### src/design/timer0_defs.svh
// register offsets, field positions and encodings of the timer
`ifndef TIMER0_DEFS_SVH
`define TIMER0_DEFS_SVH

// register byte offsets on the bus
`define T0_OFS_COUNT    8'h00
`define T0_OFS_CMP_A    8'h04
`define T0_OFS_CMP_B    8'h08
`define T0_OFS_CTRL_A   8'h0C
`define T0_OFS_CTRL_B   8'h10
`define T0_OFS_FLAG     8'h14
`define T0_OFS_MASK     8'h18
`define T0_OFS_POWER    8'h1C

// count extremes
`define T0_BOTTOM       8'h00
`define T0_MAX          8'hFF
`define T0_ZERO8        8'h00
`define T0_ONE8         8'h01

// flag and mask bit positions
`define T0_BIT_OVF      0
`define T0_BIT_MATCH_A  1
`define T0_BIT_MATCH_B  2

// control field positions
`define T0_CA_WGM_LO    1:0
`define T0_CA_COM_B     5:4
`define T0_CA_COM_A     7:6
`define T0_CB_CS        2:0
`define T0_CB_WGM_HI    3
`define T0_CB_FOC_B     6
`define T0_CB_FOC_A     7
`define T0_CB_STORED    8'h0F

// tick source select encodings
`define T0_CS_STOP      3'h0
`define T0_CS_DIV1      3'h1
`define T0_CS_DIV8      3'h2
`define T0_CS_DIV64     3'h3
`define T0_CS_DIV256    3'h4
`define T0_CS_DIV1024   3'h5
`define T0_CS_EXT_FALL  3'h6
`define T0_CS_EXT_RISE  3'h7

// prescaler tap masks (divisor minus one)
`define T0_PS_M8        10'h007
`define T0_PS_M64       10'h03F
`define T0_PS_M256      10'h0FF
`define T0_PS_M1024     10'h3FF

// waveform mode encodings
`define T0_WGM_NORMAL   3'h0
`define T0_WGM_PC_MAX   3'h1
`define T0_WGM_CTC      3'h2
`define T0_WGM_FAST_MAX 3'h3
`define T0_WGM_PC_CMPA  3'h5
`define T0_WGM_FAST_CMPA 3'h7

// compare output actions
`define T0_COM_OFF      2'h0
`define T0_COM_TOGGLE   2'h1
`define T0_COM_CLEAR    2'h2
`define T0_COM_SET      2'h3

// bus responses
`define T0_RESP_OKAY    2'h0
`define T0_RESP_DECERR  2'h3

`endif

### src/design/timer0_pkg.sv
// types shared by the timer: bus carriers and the module state record
package timer0_pkg;

   // bus requests from the master
   typedef struct packed {
      logic        awvalid;
      logic [7:0]  awaddr;
      logic        wvalid;
      logic [31:0] wdata;
      logic [3:0]  wstrb;
      logic        bready;
      logic        arvalid;
      logic [7:0]  araddr;
      logic        rready;
   } axi_in_t;

   // bus answers to the master
   typedef struct packed {
      logic        awready;
      logic        wready;
      logic        bvalid;
      logic [1:0]  bresp;
      logic        arready;
      logic        rvalid;
      logic [31:0] rdata;
      logic [1:0]  rresp;
   } axi_out_t;

   // complete state of the timer
   typedef struct packed {
      logic [7:0] count;
      logic [7:0] cmp_a;
      logic [7:0] cmp_b;
      logic [7:0] ctrl_a;
      logic [7:0] ctrl_b;
      logic [2:0] flags;
      logic [2:0] mask;
      logic       power_off;
      logic       dir_down;
      logic       block;
      logic [9:0] presc;
      logic       ext_s1;
      logic       ext_s2;
      logic       ext_prev;
      logic       wave_a;
      logic       wave_b;
      logic       aw_got;
      logic [7:0] awaddr;
      logic       w_got;
      logic [7:0] wdata;
      logic       wlane0;
      logic       bvalid;
      logic [1:0] bresp;
      logic       rvalid;
      logic [7:0] rdata;
      logic [1:0] rresp;
   } state_t;

endpackage

### src/design/timer0_counter_unit.sv
// 8-bit timer/counter with two compare units behind an AXI4-Lite slave
//
// Our own choices: the register addresses and the AXI4-Lite interface to the registers.
`timescale 1ns/1ns
`include "timer0_defs.svh"

module timer0_counter_unit
   import timer0_pkg::*;
(
   input  wire logic     aclk,
   input  wire logic     aresetn,
   input  wire axi_in_t  axi_in,
   output axi_out_t      axi_out,
   input  wire logic     ext_count_pin,
   input  wire logic [2:0] irq_ack,
   output logic [2:0]    irq,
   output logic          wave_out_a,
   output logic          wave_out_b,
   output logic          at_top,
   output logic          at_bottom
);

   state_t     s;
   state_t     next_s;
   logic       tick;
   logic [2:0] mode;
   logic [7:0] top_value;
   logic       wr_fire;
   logic       rd_fire;
   logic       wr_count;
   logic       match_a;
   logic       match_b;

   // one step up or down
   function automatic logic [7:0] step(input logic [7:0] v, input logic down);
      step = down ? v - `T0_ONE8 : v + `T0_ONE8;
   endfunction

   // prescaler tap test for one divisor
   function automatic logic ps_tap(input logic [9:0] ps, input logic [9:0] m);
      ps_tap = (ps & m) == m;
   endfunction

   // output action for one compare unit on one tick
   function automatic logic wave_step(input logic cur, input logic [1:0] com,
                                      input logic [2:0] md, input logic hit,
                                      input logic wrap, input logic down);
      logic pwm_fast;
      logic pwm_pc;
      pwm_fast = (md == `T0_WGM_FAST_MAX) || (md == `T0_WGM_FAST_CMPA);
      pwm_pc = (md == `T0_WGM_PC_MAX) || (md == `T0_WGM_PC_CMPA);
      wave_step = cur;
      if (pwm_fast)
      begin
         if (hit && com == `T0_COM_CLEAR) wave_step = 1'b0;
         else if (hit && com == `T0_COM_SET) wave_step = 1'b1;
         else if (wrap && com == `T0_COM_CLEAR) wave_step = 1'b1;
         else if (wrap && com == `T0_COM_SET) wave_step = 1'b0;
      end
      else if (pwm_pc)
      begin
         if (hit && com == `T0_COM_CLEAR) wave_step = down;
         else if (hit && com == `T0_COM_SET) wave_step = !down;
      end
      else if (hit)
      begin
         if (com == `T0_COM_TOGGLE) wave_step = !cur;
         else if (com == `T0_COM_CLEAR) wave_step = 1'b0;
         else if (com == `T0_COM_SET) wave_step = 1'b1;
      end
   endfunction

   // mode, top and extreme indications
   assign mode = {s.ctrl_b[`T0_CB_WGM_HI], s.ctrl_a[`T0_CA_WGM_LO]};
   assign top_value = (mode == `T0_WGM_CTC || mode == `T0_WGM_PC_CMPA ||
                       mode == `T0_WGM_FAST_CMPA) ? s.cmp_a : `T0_MAX;
   assign at_top = (s.count == top_value);
   assign at_bottom = (s.count == `T0_BOTTOM);

   // comparators run every cycle; flags sample them on the tick
   assign match_a = (s.count == s.cmp_a);
   assign match_b = (s.count == s.cmp_b);

   // tick select; the pin is read only after its second sync stage
   always_comb
   begin
      tick = 1'b0;
      unique case (s.ctrl_b[`T0_CB_CS])
         `T0_CS_STOP:      tick = 1'b0;
         `T0_CS_DIV1:      tick = 1'b1;
         `T0_CS_DIV8:      tick = ps_tap(s.presc, `T0_PS_M8);
         `T0_CS_DIV64:     tick = ps_tap(s.presc, `T0_PS_M64);
         `T0_CS_DIV256:    tick = ps_tap(s.presc, `T0_PS_M256);
         `T0_CS_DIV1024:   tick = ps_tap(s.presc, `T0_PS_M1024);
         `T0_CS_EXT_FALL:  tick = s.ext_prev && !s.ext_s2;
         `T0_CS_EXT_RISE:  tick = !s.ext_prev && s.ext_s2;
      endcase
      if (s.power_off)
         tick = 1'b0;
   end

   // bus handshakes: one write and one read at a time
   assign axi_out.awready = !s.aw_got && !s.bvalid;
   assign axi_out.wready = !s.w_got && !s.bvalid;
   assign axi_out.bvalid = s.bvalid;
   assign axi_out.bresp = s.bresp;
   assign axi_out.arready = !s.rvalid;
   assign axi_out.rvalid = s.rvalid;
   assign axi_out.rdata = {24'h00_0000, s.rdata};
   assign axi_out.rresp = s.rresp;
   assign wr_fire = s.aw_got && s.w_got && !s.bvalid;
   assign rd_fire = axi_in.arvalid && !s.rvalid;
   assign wr_count = wr_fire && s.wlane0 && s.awaddr == `T0_OFS_COUNT;

   // outputs straight from the state
   assign irq = s.flags & s.mask;
   assign wave_out_a = s.wave_a;
   assign wave_out_b = s.wave_b;

   // next-state logic
   always_comb
   begin
      logic [2:0] set_f;
      logic [2:0] clr_f;
      logic       wrap;
      logic       hit_a;
      logic       hit_b;
      logic       force_a;
      logic       force_b;
      logic       pwm;
      set_f = 3'h0;
      clr_f = irq_ack;
      wrap = 1'b0;
      hit_a = 1'b0;
      hit_b = 1'b0;
      force_a = 1'b0;
      force_b = 1'b0;
      pwm = !(mode == `T0_WGM_NORMAL || mode == `T0_WGM_CTC);
      next_s = s;
      next_s.presc = s.power_off ? s.presc : s.presc + 10'h001;
      next_s.ext_s1 = ext_count_pin;
      next_s.ext_s2 = s.ext_s1;
      next_s.ext_prev = s.ext_s2;

      // counter on the tick
      if (tick)
      begin
         next_s.block = 1'b0;
         hit_a = match_a && !s.block;
         hit_b = match_b && !s.block;
         set_f[`T0_BIT_MATCH_A] = hit_a;
         set_f[`T0_BIT_MATCH_B] = hit_b;
         unique case (mode)
            `T0_WGM_NORMAL:
            begin
               next_s.count = step(s.count, 1'b0);
               wrap = (s.count == `T0_MAX);
            end
            `T0_WGM_CTC:
            begin
               next_s.count = match_a ? `T0_ZERO8 : step(s.count, 1'b0);
               wrap = (s.count == `T0_MAX);
            end
            `T0_WGM_FAST_MAX, `T0_WGM_FAST_CMPA:
            begin
               next_s.count = at_top ? `T0_ZERO8 : step(s.count, 1'b0);
               wrap = at_top;
            end
            `T0_WGM_PC_MAX, `T0_WGM_PC_CMPA:
            begin
               if (!s.dir_down && at_top)
               begin
                  next_s.dir_down = 1'b1;
                  next_s.count = step(s.count, 1'b1);
               end
               else if (s.dir_down && at_bottom)
               begin
                  next_s.dir_down = 1'b0;
                  next_s.count = step(s.count, 1'b0);
                  wrap = 1'b1;
               end
               else
                  next_s.count = step(s.count, s.dir_down);
            end
            default:
               next_s.count = step(s.count, 1'b0);
         endcase
         set_f[`T0_BIT_OVF] = wrap;
         if (!pwm)
            next_s.dir_down = 1'b0;
      end

      // register writes; a count write beats the tick
      if (wr_fire)
      begin
         next_s.bvalid = 1'b1;
         next_s.aw_got = 1'b0;
         next_s.w_got = 1'b0;
         next_s.bresp = `T0_RESP_OKAY;
         if (s.wlane0)
         begin
            unique case (s.awaddr)
               `T0_OFS_COUNT:
               begin
                  next_s.count = s.wdata;
                  next_s.block = 1'b1;
               end
               `T0_OFS_CMP_A:  next_s.cmp_a = s.wdata;
               `T0_OFS_CMP_B:  next_s.cmp_b = s.wdata;
               `T0_OFS_CTRL_A: next_s.ctrl_a = s.wdata;
               `T0_OFS_CTRL_B:
               begin
                  next_s.ctrl_b = s.wdata & `T0_CB_STORED;
                  force_a = s.wdata[`T0_CB_FOC_A] && !pwm;
                  force_b = s.wdata[`T0_CB_FOC_B] && !pwm;
               end
               `T0_OFS_FLAG:   clr_f = clr_f | s.wdata[2:0];
               `T0_OFS_MASK:   next_s.mask = s.wdata[2:0];
               `T0_OFS_POWER:  next_s.power_off = s.wdata[0];
               default:        next_s.bresp = `T0_RESP_DECERR;
            endcase
         end
      end
      else
      begin
         if (axi_in.awvalid && axi_out.awready)
         begin
            next_s.aw_got = 1'b1;
            next_s.awaddr = axi_in.awaddr;
         end
         if (axi_in.wvalid && axi_out.wready)
         begin
            next_s.w_got = 1'b1;
            next_s.wdata = axi_in.wdata[7:0];
            next_s.wlane0 = axi_in.wstrb[0];
         end
      end
      if (s.bvalid && axi_in.bready)
         next_s.bvalid = 1'b0;

      // set wins over clear
      next_s.flags = (s.flags & ~clr_f) | set_f;

      // waveform outputs
      next_s.wave_a = wave_step(s.wave_a, s.ctrl_a[`T0_CA_COM_A], mode,
                                hit_a || force_a, wrap, s.dir_down);
      next_s.wave_b = wave_step(s.wave_b, s.ctrl_a[`T0_CA_COM_B], mode,
                                hit_b || force_b, wrap, s.dir_down);

      // register reads
      if (rd_fire)
      begin
         next_s.rvalid = 1'b1;
         next_s.rresp = `T0_RESP_OKAY;
         unique case (axi_in.araddr)
            `T0_OFS_COUNT:  next_s.rdata = s.count;
            `T0_OFS_CMP_A:  next_s.rdata = s.cmp_a;
            `T0_OFS_CMP_B:  next_s.rdata = s.cmp_b;
            `T0_OFS_CTRL_A: next_s.rdata = s.ctrl_a;
            `T0_OFS_CTRL_B: next_s.rdata = s.ctrl_b;
            `T0_OFS_FLAG:   next_s.rdata = {5'h00, s.flags};
            `T0_OFS_MASK:   next_s.rdata = {5'h00, s.mask};
            `T0_OFS_POWER:  next_s.rdata = {7'h00, s.power_off};
            default:
            begin
               next_s.rdata = `T0_ZERO8;
               next_s.rresp = `T0_RESP_DECERR;
            end
         endcase
      end
      else if (s.rvalid && axi_in.rready)
         next_s.rvalid = 1'b0;
   end

   // state register; all zero leaves the timer stopped
   always_ff @(posedge aclk)
   begin
      if (!aresetn)
         s <= '0;
      else
         s <= next_s;
   end
endmodule

### config.mk
export PLATFORM = sky130hd
export DESIGN_NAME = timer0_counter_unit
export DESIGN_NICKNAME = d
export VERILOG_FILES = /design/src/design/timer0_pkg.sv /design/src/design/timer0_counter_unit.sv
export VERILOG_INCLUDE_DIRS = /design/src /design/src/design
export SDC_FILE = /design/constraint.sdc
export NUM_CORES = 1
export LEC_CHECK = 0
export BUFFER_PORTS_ARGS = -buffer_cell sky130_fd_sc_hd__buf_2
export CORE_ASPECT_RATIO = 0.75
export CORE_MARGIN = 2
export CORE_UTILIZATION = 35
export CTS_BUF_LIST = sky130_fd_sc_hd__clkbuf_4
export CTS_CLUSTER_SIZE = 16
export DETAILED_ROUTE_END_ITERATION = 10
export PLACE_DENSITY = 0.57
export SYNTH_ARGS = -nofsm -noshare
export SYNTH_HDL_FRONTEND = slang
export SYNTH_SLANG_ARGS = --single-unit
### constraint.sdc
create_clock -name aclk -period 6.4 [get_ports aclk]
set_clock_uncertainty 0.05 [all_clocks]
set_input_delay 1.28 -clock aclk [delete_from_list [all_inputs] [get_ports aclk]]
set_output_delay 1.28 -clock aclk [all_outputs]
set_load 0.005 [all_outputs]
Word-level counts from Yosys, hierarchy flattened. Index checks and enable logic that the tools add are counted.

Flip-flop bits (word level): 93. Bits in latches: 0. RAM bits: 0. Bits in read-only memories: 0. Input port bits: 63. Output and inout bits: 48. Word-level logic and storage cells: 223. Memories: 0.

Add/subtract/negate cells: 3. Multiply operators: 0. Div/mod/pow operators: 0. $lt $le $gt $ge: 0. Eq/ne operators: 44. Shift-type cells: 0. Mux-type cells: 71. Bitwise logic cells: 7. Reductions and logical operators: 72.

Operators with widths (number): 8-bit two-way mux (11); 40-bit two-way mux (2); 8-bit by 5-bit equality test with 1-bit output, second input constant (8); 8-bit case mux with 8 select lines (1); 1-bit two-way mux (46); 8-bit by 4-bit equality test with 1-bit output, second input constant (4); 1-bit logical AND (25); 8-bit equality test (3); 8-bit logical NOT (3); 8-bit case mux with 3 select lines (1); 3-bit equality test, second input constant (7); 3-bit AND reduction (7); 8-bit by 3-bit equality test with 1-bit output, second input constant (2); 8-bit equality test, second input constant (2); 8-bit OR reduction (2); 3-bit by 2-bit equality test with 1-bit output, second input constant (4); 3-bit two-way mux (4); 10-bit by 1-bit adder with 10-bit output, second input constant (1); 10-bit equality test, second input constant (1); 1-bit logical NOT (10); 5-bit by 1-bit inequality test with 1-bit output, second input constant (2); 5-bit nonzero test (2); 2-bit OR reduction (5); 3-bit nonzero test (3); 20 further kinds (41).

Depth between registers and ports, before layout.
Word-level depth: 15. Depth in mapped cells: 11. Mapped depth without buffers: 10.

Worst setup path after synthesis. No wires, ideal clock.

Kind: input-to-reg. Start point: input port axi_in[6] in the netlist's numbering. End point: register s (netlist bit axi_out[2]). Setup time: 0.076 ns. Arrival time: 3.061 ns. Data required time: 6.274 ns. Path slack: 3.214 ns. Cell stages on the path: 7. Buffers on the path: 0. Cells stage by stage: or3_1 -> or4_1 -> nor3_1 -> a222oi_1 -> o211ai_1 -> nand3_1 -> a21boi_0.

Word-level cells in the longest chain between the ends: 2. Elaborated cells between the ends (all ways): 9. Classes of those cells: eq/ne (7); mux (1); reduce/logical (1).

Ends and longest elaborated chain: start, declared (RTL line timer0_counter_unit.sv:12) `input wire axi_in_t axi_in,`; 8-bit by 5-bit equality test with 1-bit output (tied with other cells) (RTL line timer0_counter_unit.sv:255) `unique case (axi_in.araddr)`; 8-bit case mux with 8 select lines * (RTL line timer0_counter_unit.sv:255); end signal, assigned (RTL line timer0_counter_unit.sv:281) `s <= next_s;`; end, declared (RTL line timer0_counter_unit.sv:23) `state_t s;`.

Every way passes the cells marked *; elsewhere a longest branch is shown, timed or not. A chain may end at the register's enable or synchronous reset.

Worst setup path after layout.
Start point: register s[94] in the netlist's numbering. End point: output port at_top.

Word-level cells in the longest chain between the ends: 1.

Ends and longest elaborated chain: 8-bit equality test (RTL line timer0_counter_unit.sv:77) `assign at_top = (s.count == top_value);`; end, declared (RTL line timer0_counter_unit.sv:19) `output logic at_top,`.

Every way passes these cells.

==> results.tsv <==
metric	value	unit
die width	147	um
largest fanout of any net on the critical path	11	
synthesized instance count	676	
leading cell types in the layout, fill and taps excluded	117 x nand2_1, 91 x dfxtp_1, 59 x buf_2	
Final Hold Viols	0	
initial antenna violation count	0	
highest routing layer actually used	met4	
warning count from the yosys run	0	
clock slew at reported path FFs	0.16	ns
asr flop ratio synth	0	
post-layout net count	759	
transition at the pin with the smallest max-transition slack	1.06	ns
Worst setup SP type	flip-flop	
max-slew headroom at the worst pin	0.285	
FF-to-FF setup slack	3.17	ns
largest cells by area after synthesis	dfxtp_1 34%, nand2_1 8.2%, a21boi_0 5.7%	
count of cells resized by post-cts repair	0	
maximum clock frequency	253	MHz
Placement Rows	39	
via count of the first global-routing pass	4459	
share of cells above drive strength 1	0.138	
detailed route wirelength on metal3	1.01	mm
number of top-level pins	111	
Pwr per Cell Area	180	mW/mm2
arrival time reported for the critical path endpoint	2.62	ns
Critical Path End Type	primary output	
Post-CTS Setup Bufs	0	
Worst R2R Path Depth	9	
detailed-route wire length on metal 1	7.25	mm
CTS Root Buffer Type	clkbuf_4	
average wire length per cell after detail routing	16.5	um
time the worst path needs with I/O delays and setup	3.95	ns
gr ovfl total	0	
CTS max path bufs	2	
later-pin clock latency in the skew report	0.48	ns
pin count of the biggest net entering global routing	95	
Die Y	111	um
class of the tightest hold or removal check	flip-flop to flip-flop	
TritonCTS clock tree	built	
Placeable Area	0.0151	mm2
Design Power	0.00103	W
number of failing setup endpoints in the final timing report	0	
clock tree sinks	91	
maxcap violations	0	
detailed-route DRC error count	0	
count of flip-flops with a built-in enable after synthesis	0	
Layout fillers	1592	
DRC marker count from the first detailed-route iteration	528	
hold bufs inserted after CTS	0	
primary flip-flop cell chosen by synthesis mapping	dfxtp_1	
estimated wirelength of the detail-placed design	10.9	mm
ratio of routed vias to standard cells	5.37	
vias post-DR	4848	
leakage power of the design	2.07	nW
number of inserted diodes	0	
class of the most critical setup path	flip-flop to primary output	
Seq cells post-synth	91	
# port buffers	59	
layout overhead on the synthesized area	6.42	%
number of clock buffers inserted by TritonCTS	9	
proportion of synthesized chip area in sequential cells	0.340	
area enclosed by the die boundary	0.0163	mm2
area leader, netlist	dfxtp_1	
leading cell type in the layout, fill and taps excluded	nand2_1	
Routed Antenna Nets	0	
outcome	finished clean	
data required time at the worst endpoint	5.07	ns
number of distinct library cells after synthesis	69	
CTS H-tree lvls	3	
unrepaired setup endpoints after global routing	no	
starting density of the core	0.355	
startpoint of the most critical setup path	s[94]	
worst reg2reg endpoint	s[92]	
wirelength, routed	14.9	mm
cell area after synthesis	0.00536	mm2
met2 wire len	6.41	mm
end point of the critical path	at_top	
post-synthesis average cell area	7.93	um2
router iterations before antenna repair	6	
area share of the leading cell type in the synthesized netlist	0.340	
startpoint of the lowest-slack register-to-register path	s[89]	
Post-Route Setup TNS	0	ns
wire length of the first global-routing pass	23.7	mm
GRT Util Overall	0.182	
ratio of final minimum period to clock period	0.617	
max-slew violation total from the final report	0	
weighted congestion at the end of routability-driven global placement	0.954	
worst IR drop on VDD	0.0000981	V
synthesized netlist by cell type (9+ instances only):
cell,count
nor3_1,16
clkbuf_1,34
nor2b_1,36
a21boi_0,41
nand3_1,18
buf_4,38
dfxtp_1,91
nand2_1,117
nor2_1,25
and2_1,17
o21ai_0,22
a21oi_1,30
nor4_1,9
xor2_1,9
inv_1,15
nand2b_1,10
mux2i_1,24
cell families (layout without fill, tap and decap cells):
family,count (synthesis),in the layout,synth area share
buffers and inverters,95,93,0.0952
adders and majority gates,4,4,0.00934
DFF,91,91,0.340
and+or+nand+nor,287,287,0.269
xor gates and xnor gates,15,15,0.0245
muxes,26,26,0.0490
AOI/OAI and AO/OA,157,157,0.212
other,1,24,0.000700
per-layer routing:
metal | track usage | vias to the layer above
met2 | 0.277 | 180
met5 | 0 | -
li1 | - | 2341
met3 | 0.0337 | 24
met4 | 0.0474 | 0
met1 | 0.263 | 2303
metrics by stage:
step / utilization / area (um2) / hold slack (ns) / std cells / setup WS [ns]
after global routing: 0.378 / 5700 / 0.426 / 902 / 2.28
after floorplan: - / 5450 / 0.362 / 699 / 3.21
after CTS: 0.378 / 5700 / 0.414 / 902 / 2.44
after detailed placement: 0.369 / 5570 / 0.377 / 886 / 2.62
final: 0.378 / 5700 / 0.409 / 902 / 2.45
after global placement: 0.369 / 5570 / 0.371 / 886 / 2.65
registers in the layout (all words and copies together) (netlist names):
register    flops
s              72
mode            3
wave_out_a      1
wave_out_b      1
next_s          2
axi_out        12
how the worst min path moves through the flow:
| stage | slack (ns) | cells past startpoint | startpoint | end |
|---|---|---|---|---|
| final | 0.41 | 1 | next_s[36] | next_s[35] |
| after global routing | 0.43 | 1 | next_s[36] | next_s[35] |
| after CTS | 0.41 | 1 | next_s[36] | next_s[35] |
| after detailed placement | 0.38 | 1 | next_s[36] | next_s[35] |
| after global placement | 0.37 | 1 | next_s[36] | next_s[35] |
| after floorplan | 0.36 | 1 | next_s[36] | next_s[35] |
layout make-up:
| class | instances | area (um2) | area share |
|---|---|---|---|
| clock inverter | 7 | 67.6 | 0.0118 |
| clock buffer | 9 | 67.6 | 0.0118 |
| timing repair buffer | 61 | 310 | 0.0544 |
| sequential | 91 | 1820 | 0.319 |
| tap | 205 | 256 | 0.0450 |
| multi-input combinational | 513 | 3120 | 0.547 |
| inverter | 16 | 60.1 | 0.0105 |
report_power, final:
part	switching (W)	total, W	internal [W]	leakage (nW)
clock	0.000230	0.000321	0.0000910	0.0764
combinational	0.0000578	0.0000985	0.0000406	1.26
sequential	0.0000246	0.000605	0.000581	0.738
critical path, cell delays in order, from the launching register on:
cell	delay (ns)
dfxtp_1	0.64
inv_1	0.14
a22o_1	0.20
or4_4	0.51
a211oi_4	0.45
buf_2	0.20
No activity file was read; power rests on OpenSTA's default activity.
